==> config.mk <==
export PLATFORM = sky130hd
export DESIGN_NAME = mlc_codec
export DESIGN_NICKNAME = d
export VERILOG_FILES = /design/src/logic/mlc_pkg.sv /design/src/logic/mlc_fifo.sv /design/src/logic/mlc_codec.sv
export SDC_FILE = /design/constraint.sdc
export NUM_CORES = 1
export LEC_CHECK = 0
export ABC_AREA = 1
export BUFFER_PORTS_ARGS = -buffer_cell sky130_fd_sc_hd__buf_2
export CORE_MARGIN = 2
export CORE_UTILIZATION = 65
export CTS_BUF_LIST = sky130_fd_sc_hd__clkbuf_8
export DETAILED_ROUTE_END_ITERATION = 10
export PLACE_DENSITY = 0.86
export REMOVE_ABC_BUFFERS = 1
export SKIP_CTS_REPAIR_TIMING = 1
export SKIP_LAST_GASP = 1
export SYNTH_ARGS = -nofsm -noshare
export SYNTH_HDL_FRONTEND = slang
export SYNTH_HIERARCHICAL = 1
export SYNTH_SLANG_ARGS = --single-unit
==> constraint.sdc <==
create_clock -name sys_clk -period 5.9 [get_ports sys_clk]
set_input_delay 0.59 -clock sys_clk [delete_from_list [all_inputs] [get_ports sys_clk]]
set_output_delay 0.59 -clock sys_clk [all_outputs]
set_load 0.01 [all_outputs]
==> src/logic/mlc_pkg.sv <==
// shared constants, types and carriers of the manchester line codec
package mlc_pkg;

  // ------------------------------------------------------------------
  // timing
  // ------------------------------------------------------------------
  localparam int CLK_PERIOD_NS = 5;
  localparam int BIT_PERIOD_NS = 100;
  localparam int BIT_CYCLES_DEF = BIT_PERIOD_NS / CLK_PERIOD_NS;
  // window as a fraction of a bit period, nominal three quarters
  localparam int WIN_NUM = 3;
  localparam int WIN_DEN = 4;
  localparam int WIN_CYCLES_DEF = (BIT_CYCLES_DEF * WIN_NUM) / WIN_DEN;
  // hunt timeout after a window, in bit periods
  localparam int LOCK_BITS = 1;

  // ------------------------------------------------------------------
  // sizes
  // ------------------------------------------------------------------
  localparam int CNT_W_DEF = 8;
  localparam int FIFO_DEPTH_DEF = 4;

  // ------------------------------------------------------------------
  // encodings and reset levels
  // ------------------------------------------------------------------
  localparam logic FORM_XOR_CLK = 1'b0;
  localparam logic FORM_DBL_FF = 1'b1;
  localparam logic LINE_RST = 1'b0;
  localparam logic BIT_RST = 1'b0;

  typedef enum logic [0:0] {
    TX_IDLE = 1'b0,
    TX_SEND = 1'b1
  } mlc_tx_state_e;

  typedef enum logic [1:0] {
    RX_HUNT = 2'b00,
    RX_WIN = 2'b01,
    RX_WAIT = 2'b10
  } mlc_rx_state_e;

  // ------------------------------------------------------------------
  // carriers
  // ------------------------------------------------------------------
  typedef struct packed {
    logic data;
  } mlc_sym_s;

  typedef struct packed {
    logic data;
    logic synced;
  } mlc_rx_s;

endpackage

==> src/logic/mlc_fifo.sv <==
// small synchronous fifo with valid and ready on both sides
`timescale 1ns/1ps
module mlc_fifo
  import mlc_pkg::*;
#(
  parameter int WIDTH = 1,
  parameter int DEPTH = FIFO_DEPTH_DEF
)
(
  // clock and reset
  input wire logic sys_clk,
  input wire logic rst_n,
  // fill side
  input wire logic in_valid,
  output logic in_ready,
  input wire logic [WIDTH-1:0] in_data,
  // drain side
  output logic out_valid,
  input wire logic out_ready,
  output logic [WIDTH-1:0] out_data
);

  localparam int AW = (DEPTH > 1) ? $clog2(DEPTH) : 1;
  localparam logic [AW:0] FULL_CNT = (AW + 1)'(DEPTH);
  localparam logic [AW-1:0] LAST_PTR = AW'(DEPTH - 1);

  logic [WIDTH-1:0] mem_q [DEPTH];
  logic [AW-1:0] wr_ptr_q;
  logic [AW-1:0] rd_ptr_q;
  logic [AW:0] cnt_q;
  logic push;
  logic pop;

  // flags come straight from the count, so full and empty are exact
  assign in_ready = (cnt_q != FULL_CNT);
  assign out_valid = (cnt_q != '0);
  assign out_data = mem_q[rd_ptr_q];
  assign push = in_valid && in_ready;
  assign pop = out_valid && out_ready;

  // storage, no reset needed since reads are gated by the count
  always_ff @(posedge sys_clk)
  begin
    if (push)
    begin
      mem_q[wr_ptr_q] <= in_data;
    end
  end

  // pointers wrap at depth so non power of two depths work too
  always_ff @(posedge sys_clk or negedge rst_n)
  begin
    if (!rst_n)
    begin
      wr_ptr_q <= '0;
      rd_ptr_q <= '0;
    end
    else
    begin
      if (push)
      begin
        wr_ptr_q <= (wr_ptr_q == LAST_PTR) ? '0 : wr_ptr_q + 1'b1;
      end
      if (pop)
      begin
        rd_ptr_q <= (rd_ptr_q == LAST_PTR) ? '0 : rd_ptr_q + 1'b1;
      end
    end
  end

  // occupancy
  always_ff @(posedge sys_clk or negedge rst_n)
  begin
    if (!rst_n)
    begin
      cnt_q <= '0;
    end
    else if (push && !pop)
    begin
      cnt_q <= cnt_q + 1'b1;
    end
    else if (pop && !push)
    begin
      cnt_q <= cnt_q - 1'b1;
    end
  end

endmodule

==> src/logic/mlc_codec.sv <==
// manchester line codec: buffered encoder and window based receiver
//
// Functional notes
// - a zero bit is high for the first half, low for the second
// - a one bit is low for the first half, high for the second
// - every bit has a mid-bit transition used for resynchronizing
// - encoder form: data xor a bit clock of exactly half duty
// - encoder form: data xor a flip-flop toggling at twice bit rate
// - a final flip-flop retimes the encoder output against glitches
// - receiver makes a trigger pulse on every rising or falling change
// - each trigger starts a non-retriggerable window, about 3/4 bit
// - changes inside an active window are ignored
// - end of the window captures the recovered bit
// - sync is taken on the first change and kept while windows fit
// - link is meant for rates up to about ten megabits per second
// - window length comes from a programmable counter terminal value
`timescale 1ns/1ps
module mlc_codec
  import mlc_pkg::*;
#(
  parameter int BIT_CYCLES = BIT_CYCLES_DEF,
  parameter int CNT_W = CNT_W_DEF,
  parameter int FIFO_DEPTH = FIFO_DEPTH_DEF
)
(
  // clock and reset
  input wire logic sys_clk,
  input wire logic rst_n,
  // transmit stream
  input wire logic tx_valid,
  output logic tx_ready,
  input wire mlc_sym_s tx_sym,
  input wire logic enc_form,
  output logic tx_busy,
  // line
  output logic line_out,
  input wire logic line_in,
  // receive stream and status
  input wire logic [CNT_W-1:0] win_len,
  output logic rx_valid,
  output mlc_rx_s rx_out,
  output logic rx_synced,
  output logic win_len_ok
);

  // ------------------------------------------------------------------
  // derived counts
  // ------------------------------------------------------------------
  // rate limit
  // bit rate is a parameter; at the default clock it gives ten mbit/s
  localparam logic [CNT_W-1:0] BIT_M1 = CNT_W'(BIT_CYCLES - 1);
  localparam logic [CNT_W-1:0] HALF_CYC = CNT_W'(BIT_CYCLES / 2);
  localparam logic [CNT_W-1:0] HALF_M1 = CNT_W'(BIT_CYCLES / 2 - 1);
  localparam logic [CNT_W-1:0] FULL_CYC = CNT_W'(BIT_CYCLES);
  localparam logic [CNT_W-1:0] LOCK_M1 = CNT_W'(BIT_CYCLES * LOCK_BITS - 1);
  localparam logic [CNT_W-1:0] ONE_CYC = CNT_W'(1);

  // ------------------------------------------------------------------
  // transmit buffer
  // ------------------------------------------------------------------
  logic fifo_valid;
  logic fifo_ready;
  mlc_sym_s fifo_sym;

  // the encoder drains one symbol per bit period, so a burst fills it
  mlc_fifo #(
    .WIDTH($bits(mlc_sym_s)),
    .DEPTH(FIFO_DEPTH)
  ) u_tx_fifo (
    .sys_clk(sys_clk),
    .rst_n(rst_n),
    .in_valid(tx_valid),
    .in_ready(tx_ready),
    .in_data(tx_sym),
    .out_valid(fifo_valid),
    .out_ready(fifo_ready),
    .out_data(fifo_sym)
  );

  // ------------------------------------------------------------------
  // encoder
  // ------------------------------------------------------------------
  mlc_tx_state_e tx_state_q;
  logic [CNT_W-1:0] tx_cnt_q;
  logic tx_data_q;
  logic dbl_q;
  logic line_q;
  logic bit_clk;
  logic enc_d;

  assign tx_busy = (tx_state_q == TX_SEND);
  // take the next symbol on the last cycle of a bit, so bits abut
  assign fifo_ready = !tx_busy || (tx_cnt_q == BIT_M1);
  // half duty bit clock, high in the first half of each bit
  assign bit_clk = (tx_cnt_q < HALF_CYC);

  // bit sequencing and symbol fetch
  always_ff @(posedge sys_clk or negedge rst_n)
  begin
    if (!rst_n)
    begin
      tx_state_q <= TX_IDLE;
      tx_cnt_q <= '0;
      tx_data_q <= BIT_RST;
    end
    else if (fifo_valid && fifo_ready)
    begin
      tx_state_q <= TX_SEND;
      tx_cnt_q <= '0;
      tx_data_q <= fifo_sym.data;
    end
    else if (tx_busy && (tx_cnt_q == BIT_M1))
    begin
      tx_state_q <= TX_IDLE; // underrun: line simply holds its level
      tx_cnt_q <= '0;
    end
    else if (tx_busy)
    begin
      tx_cnt_q <= tx_cnt_q + 1'b1;
    end
  end

  // double rate toggle
  // toggles at every half bit; forced high at bit start so it never
  // drifts out of phase after an idle gap
  always_ff @(posedge sys_clk or negedge rst_n)
  begin
    if (!rst_n)
    begin
      dbl_q <= 1'b0;
    end
    else if (fifo_valid && fifo_ready)
    begin
      dbl_q <= 1'b1;
    end
    else if (tx_busy && ((tx_cnt_q == HALF_M1) || (tx_cnt_q == BIT_M1)))
    begin
      dbl_q <= !dbl_q;
    end
  end

  // form select
  // zero xor a high first half gives high then low; one gives the inverse
  always_comb
  begin
    enc_d = tx_data_q ^ ((enc_form == FORM_DBL_FF) ? dbl_q : bit_clk);
  end

  // output retiming
  // the xor may glitch when data and clock change together; only this
  // flip-flop reaches the pin, one cycle behind the counter
  always_ff @(posedge sys_clk or negedge rst_n)
  begin
    if (!rst_n)
    begin
      line_q <= LINE_RST;
    end
    else if (tx_busy)
    begin
      line_q <= enc_d;
    end
  end

  assign line_out = line_q;

  // ------------------------------------------------------------------
  // receiver front end
  // ------------------------------------------------------------------
  logic smp_q;
  logic dly_q;
  logic trig;

  always_ff @(posedge sys_clk or negedge rst_n)
  begin
    if (!rst_n)
    begin
      smp_q <= LINE_RST;
      dly_q <= LINE_RST;
    end
    else
    begin
      smp_q <= line_in;
      dly_q <= smp_q;
    end
  end

  // trigger on either edge
  // the delayed copy plays the role of the inverter chain; one cycle wide
  assign trig = smp_q ^ dly_q;

  // ------------------------------------------------------------------
  // receiver window and capture
  // ------------------------------------------------------------------
  mlc_rx_state_e rx_state_q;
  logic [CNT_W-1:0] win_cnt_q;
  logic [CNT_W-1:0] win_load;
  logic win_end;
  logic win_start;
  logic synced_q;
  logic rx_valid_q;
  logic rx_data_q;
  logic mid_lvl_q;
  logic len_ok_q;

  // programmable terminal value
  // a zero length would never end; it is treated as one cycle
  always_comb
  begin
    win_load = (win_len == '0) ? '0 : win_len - ONE_CYC;
  end

  assign win_end = (rx_state_q == RX_WIN) && (win_cnt_q == '0);
  assign win_start = (rx_state_q != RX_WIN) && trig;

  // non-retriggerable window
  // in RX_WIN triggers are not looked at, so between-bit edges fall away
  always_ff @(posedge sys_clk or negedge rst_n)
  begin
    if (!rst_n)
    begin
      rx_state_q <= RX_HUNT;
      win_cnt_q <= '0;
    end
    else
    begin
      case (rx_state_q)
        RX_HUNT:
        begin
          if (trig)
          begin
            rx_state_q <= RX_WIN;
            win_cnt_q <= win_load;
          end
        end
        RX_WIN:
        begin
          if (win_cnt_q == '0)
          begin
            rx_state_q <= RX_WAIT;
            win_cnt_q <= LOCK_M1;
          end
          else
          begin
            win_cnt_q <= win_cnt_q - 1'b1;
          end
        end
        RX_WAIT:
        begin
          if (trig)
          begin
            rx_state_q <= RX_WIN;
            win_cnt_q <= win_load;
          end
          else if (win_cnt_q == '0)
          begin
            rx_state_q <= RX_HUNT; // no mid-bit edge: stream has stopped
          end
          else
          begin
            win_cnt_q <= win_cnt_q - 1'b1;
          end
        end
        default:
        begin
          rx_state_q <= RX_HUNT;
        end
      endcase
    end
  end

  // synchronization flag
  // taken on the first change, dropped when a bit passes with no edge
  always_ff @(posedge sys_clk or negedge rst_n)
  begin
    if (!rst_n)
    begin
      synced_q <= 1'b0;
    end
    else if (rx_state_q == RX_HUNT && trig)
    begin
      synced_q <= 1'b1;
    end
    else if (rx_state_q == RX_WAIT && !trig && win_cnt_q == '0)
    begin
      synced_q <= 1'b0;
    end
  end

  // level after the mid-bit edge
  // the window closes inside the next bit's first half, so the line no
  // longer shows this bit there; the level is held from the window start
  always_ff @(posedge sys_clk or negedge rst_n)
  begin
    if (!rst_n)
    begin
      mid_lvl_q <= BIT_RST;
    end
    else if (win_start)
    begin
      mid_lvl_q <= smp_q;
    end
  end

  // capture at window end
  // the held mid-bit level is clocked out as the window closes
  always_ff @(posedge sys_clk or negedge rst_n)
  begin
    if (!rst_n)
    begin
      rx_valid_q <= 1'b0;
      rx_data_q <= BIT_RST;
    end
    else
    begin
      rx_valid_q <= win_end;
      if (win_end)
      begin
        rx_data_q <= mid_lvl_q;
      end
    end
  end

  // window length sanity, strictly between half and full bit
  always_ff @(posedge sys_clk or negedge rst_n)
  begin
    if (!rst_n)
    begin
      len_ok_q <= 1'b0;
    end
    else
    begin
      len_ok_q <= (win_len > HALF_CYC) && (win_len < FULL_CYC);
    end
  end

  assign rx_valid = rx_valid_q;
  assign rx_out = '{data: rx_data_q, synced: synced_q};
  assign rx_synced = synced_q;
  assign win_len_ok = len_ok_q;
endmodule

==> metrics.txt <==
# TYPE chip_impl_metric gauge
chip_impl_info{name="outcome",value="completed"} 1
chip_impl_metric{name="insertedDiodeCount",unit=""} 0
chip_impl_metric{name="io-pin-count",unit=""} 22
chip_impl_metric{name="core_region_area",unit="mm^2"} 0.00372
chip_impl_metric{name="cp.buffers_inverters",unit=""} 1
chip_impl_metric{name="async_reset_ff_frac",unit=""} 0.900
chip_impl_metric{name="vdd_ir_drop_max",unit="mV"} 0.304
chip_impl_info{name="crit_slowest_cell",value="dfrtp_1"} 1
chip_impl_info{name="critPathCaptureType",value="flop"} 1
chip_impl_metric{name="m1WireLength",unit="um"} 2340
chip_impl_metric{name="dpl_cell_area",unit="mm^2"} 0.00268
chip_impl_metric{name="worstPathMaxFanout",unit=""} 10
chip_impl_metric{name="cap_viol_max_count",unit=""} 0
chip_impl_metric{name="gp_congestion",unit=""} 0.921
chip_impl_info{name="topRoutingLayerUsed",value="met4"} 1
chip_impl_metric{name="port_buffers",unit=""} 21
chip_impl_metric{name="pwr_dens",unit="mW/mm^2"} 480
chip_impl_metric{name="number_of_fillers_in_the_final_layout",unit=""} 286
chip_impl_info{name="hold_path.class",value="input port to async pin"} 1
chip_impl_metric{name="initial_core_util",unit=""} 0.683
chip_impl_metric{name="maximum_number_of_pins_on_one_net_before_global_route_repair",unit=""} 37
chip_impl_metric{name="cp_slowest_stage_delay",unit="ns"} 0.42
chip_impl_metric{name="insertion_delay",unit="ns"} 0.30
chip_impl_metric{name="placementRows",unit=""} 22
chip_impl_info{name="unrepaired_setup_endpoints_after_global_routing",value="false"} 1
chip_impl_metric{name="vias",unit=""} 2187
chip_impl_metric{name="synth_edf_count",unit=""} 4
chip_impl_metric{name="met2_length",unit="um"} 2310
chip_impl_metric{name="cp_data_required_time",unit="ns"} 6.09
chip_impl_metric{name="grt_util_all_layers",unit=""} 0.254
chip_impl_metric{name="drc",unit=""} 0
chip_impl_metric{name="drt_pre_antenna_iters",unit=""} 5
chip_impl_info{name="regToRegStartpoint",value="tx_cnt_q[0]"} 1
chip_impl_info{name="critical_path.cell_chain",value="ha_1 > nand2_1 > nor2_1 > nand3_1 > nand2_1 > nand2_2 > ha_1 > inv_1 > fa_1 > nand2_1 > nand3_1 > nand2_1 > nand2_1"} 1
chip_impl_info{name="setup.worst_path.start",value="tx_cnt_q[0]"} 1
chip_impl_metric{name="synthDistinctLibCells",unit=""} 33
chip_impl_info{name="critical_path.top_delay_family",value="simple AND/OR/NAND/NOR gates"} 1
chip_impl_metric{name="slew_headroom",unit=""} 0.466
chip_impl_info{name="cp-start-kind",value="flop"} 1
chip_impl_metric{name="total_neg_setup_slack",unit="ns"} 0
chip_impl_metric{name="hpwl",unit="um"} 3770
chip_impl_metric{name="synth_seq_area_share",unit=""} 0.402
chip_impl_metric{name="finalCritPeriodShare",unit=""} 0.380
chip_impl_metric{name="layout-area-overhead-vs-synth",unit="%"} 9.86
chip_impl_metric{name="syn_inst",unit=""} 336
chip_impl_metric{name="die_area",unit="mm^2"} 0.00442
chip_impl_info{name="cpMostUsedCell",value="nand2_1"} 1
chip_impl_metric{name="floorplan.die.width",unit="um"} 66.5
chip_impl_metric{name="vias_in_the_first_global_route",unit=""} 2026
chip_impl_metric{name="timing.final.hold_violations",unit=""} 0
chip_impl_metric{name="stdcell_area",unit="mm^2"} 0.00279
chip_impl_metric{name="leakage",unit="nW"} 1.46
chip_impl_metric{name="grt_pass1_wl",unit="um"} 8450
chip_impl_metric{name="via_per_inst",unit=""} 5.33
chip_impl_metric{name="cts_max_path_buffers",unit=""} 2
chip_impl_metric{name="synthesis_warning_total",unit=""} 6
chip_impl_info{name="criticalPathCategory",value="flop to flop"} 1
chip_impl_info{name="tritoncts",value="built"} 1
chip_impl_info{name="dominantRegCellSynth",value="dfrtp_1"} 1
chip_impl_metric{name="clock_sinks",unit=""} 40
chip_impl_metric{name="post_synth.cell_area_avg",unit="um^2"} 7.56
chip_impl_metric{name="grt_antenna_before_repair",unit=""} 0
chip_impl_metric{name="final_core_util",unit=""} 0.751
chip_impl_metric{name="finClkSkew",unit="ns"} 0.00399
chip_impl_metric{name="final_nets",unit=""} 392
chip_impl_info{name="buffer_type_at_the_clock_tree_root",value="clkbuf_8"} 1
chip_impl_metric{name="setup_violators_final",unit=""} 0
chip_impl_info{name="ys_top_cells_by_area",value="dfrtp_1 (35%), nand2_1 (14%), ha_1 (7.9%)"} 1
chip_impl_metric{name="postSynthRegisterBits",unit=""} 40
chip_impl_metric{name="wirelength",unit="um"} 5000
chip_impl_metric{name="synthDominantCellAreaShare",unit=""} 0.355
chip_impl_info{name="synthDominantAreaCellType",value="dfrtp_1"} 1
chip_impl_metric{name="first_iter_violations",unit=""} 170
chip_impl_metric{name="post_layout_nonfiller_instances",unit=""} 410
chip_impl_metric{name="fmax",unit="GHz"} 0.446
chip_impl_metric{name="grt.overflow.total",unit=""} 0
chip_impl_metric{name="drive_gt1_frac",unit=""} 0.124
chip_impl_metric{name="synthesis.area",unit="mm^2"} 0.00254
chip_impl_metric{name="dp.cells",unit=""} 402
chip_impl_metric{name="met3WireLength",unit="um"} 257
chip_impl_metric{name="detail_route.wl_per_cell",unit="um"} 12.2
chip_impl_metric{name="ant_nets",unit=""} 0
chip_impl_metric{name="worst_ep_arrival_time",unit="ns"} 2.43
chip_impl_metric{name="final-max-slew-violation-count",unit=""} 0
chip_impl_metric{name="tritoncts.num_buffers",unit=""} 5
chip_impl_metric{name="clock_tree.htree_level_count",unit=""} 2
chip_impl_metric{name="clk_pin_slew_worst_paths",unit="ns"} 0.08
chip_impl_metric{name="worstMarginPinSlew",unit="ns"} 0.801
chip_impl_metric{name="die_h",unit="um"} 66.5
chip_impl_metric{name="min_period",unit="ns"} 2.24
-- cells in the final DEF, fill, tap and decap left out, types with 5 or more instances in the layout --
master	synthesis	routed
nand4_1	9	9
nor2_1	37	37
ha_1	16	16
inv_1	48	48
a21oi_1	5	5
o21ai_0	18	18
dfrtp_1	36	36
xor2_1	8	8
nand2_1	97	97
nand3_1	21	21
buf_2	0	21
clkbuf_8	0	5
-- final timing paths --
| kind | endpoint | slack, ns | cells after the start |
|---|---|---|---|
| hold reg to reg | dly_q | 0.45 | 0 |
| setup / recovery | u_tx_fifo/cnt_q[2] | 3.66 | 13 |
| setup reg to reg | u_tx_fifo/cnt_q[2] | 3.66 | 13 |
| hold / removal | dbl_q | 0.37 | 1 |
| min in group sys_clk | smp_q | 0.39 | 1 |
| max in group asynchronous | tx_cnt_q[3] | 5.02 | 1 |
-- layout make-up --
cell class | instances | area [um^2] | area share
Multi-Input combinational cell | 242 | 1300 | 0.466
Sequential cell | 40 | 1020 | 0.366
Inverter | 51 | 191 | 0.0686
Timing Repair Buffer | 21 | 105 | 0.0377
Clock buffer | 5 | 68.8 | 0.0247
Tap cell | 48 | 60.1 | 0.0215
Clock inverter | 3 | 42.5 | 0.0153
-- report_power, final --
| part | switching [W] | internal, W |
|---|---|---|
| Clock | 0.0000966 | 0.000125 |
| Sequential | 0.0000959 | 0.000383 |
| Combinational | 0.000411 | 0.000227 |
| Total | 0.000603 | 0.000736 |
-- routing by layer --
metal / vias to the layer above / GRT usage
met5: - / 0
met4: 0 / 0.0969
met3: 11 / 0.0591
met2: 64 / 0.413
met1: 998 / 0.331
li1: 1114 / -
-- worst register-to-register path: stages, from the launching register on --
cell     delay [ns]
dfrtp_1        0.42
ha_1           0.24
nand2_1        0.07
nor2_1         0.05
nand3_1        0.07
nand2_1        0.20
nand2_2        0.16
ha_1           0.19
inv_1          0.07
fa_1           0.38
nand2_1        0.10
nand3_1        0.08
nand2_1        0.07
nand2_1        0.05
-- cells by family after synthesis --
group           Yosys count  synth area share
compound gates           33            0.0769
simple gates            182             0.314
fa+ha+maj                17            0.0867
buf+inv                  54            0.0858
flops                    40             0.402
xor+xnor                 10            0.0345
-- synthesized netlist by cell type (all sizes together), types with 3 or more instances --
master / n
ha: 16
inv: 51
a21oi: 5
edfxtp: 4
o21ai: 20
nand2: 102
nor2: 42
xor2: 8
nand3: 23
buf: 3
nand4: 9
nor3: 3
dfrtp: 36
-- sequential cells by signal (all words and copies together), names as in the netlist, 2 cells and up --
name	flops
rx_state_q	2
tx_cnt_q	8
u_tx_fifo/cnt_q	3
u_tx_fifo/mem_q	4
u_tx_fifo/rd_ptr_q	2
u_tx_fifo/wr_ptr_q	2
win_cnt_q	8
-- stage by stage --
step / total power, W / setup WS [ns] / hold slack, ns
finish: 0.00134 / 3.66 / 0.374
detailed placement: 0.00111 / 3.67 / 0.432
CTS: 0.00134 / 3.68 / 0.386
global placement: 0.00108 / 3.79 / 0.424
global route: 0.00147 / 3.48 / 0.376
floorplan: 0.000957 / 3.91 / 0.294
(Power assumes the default switching activity.)
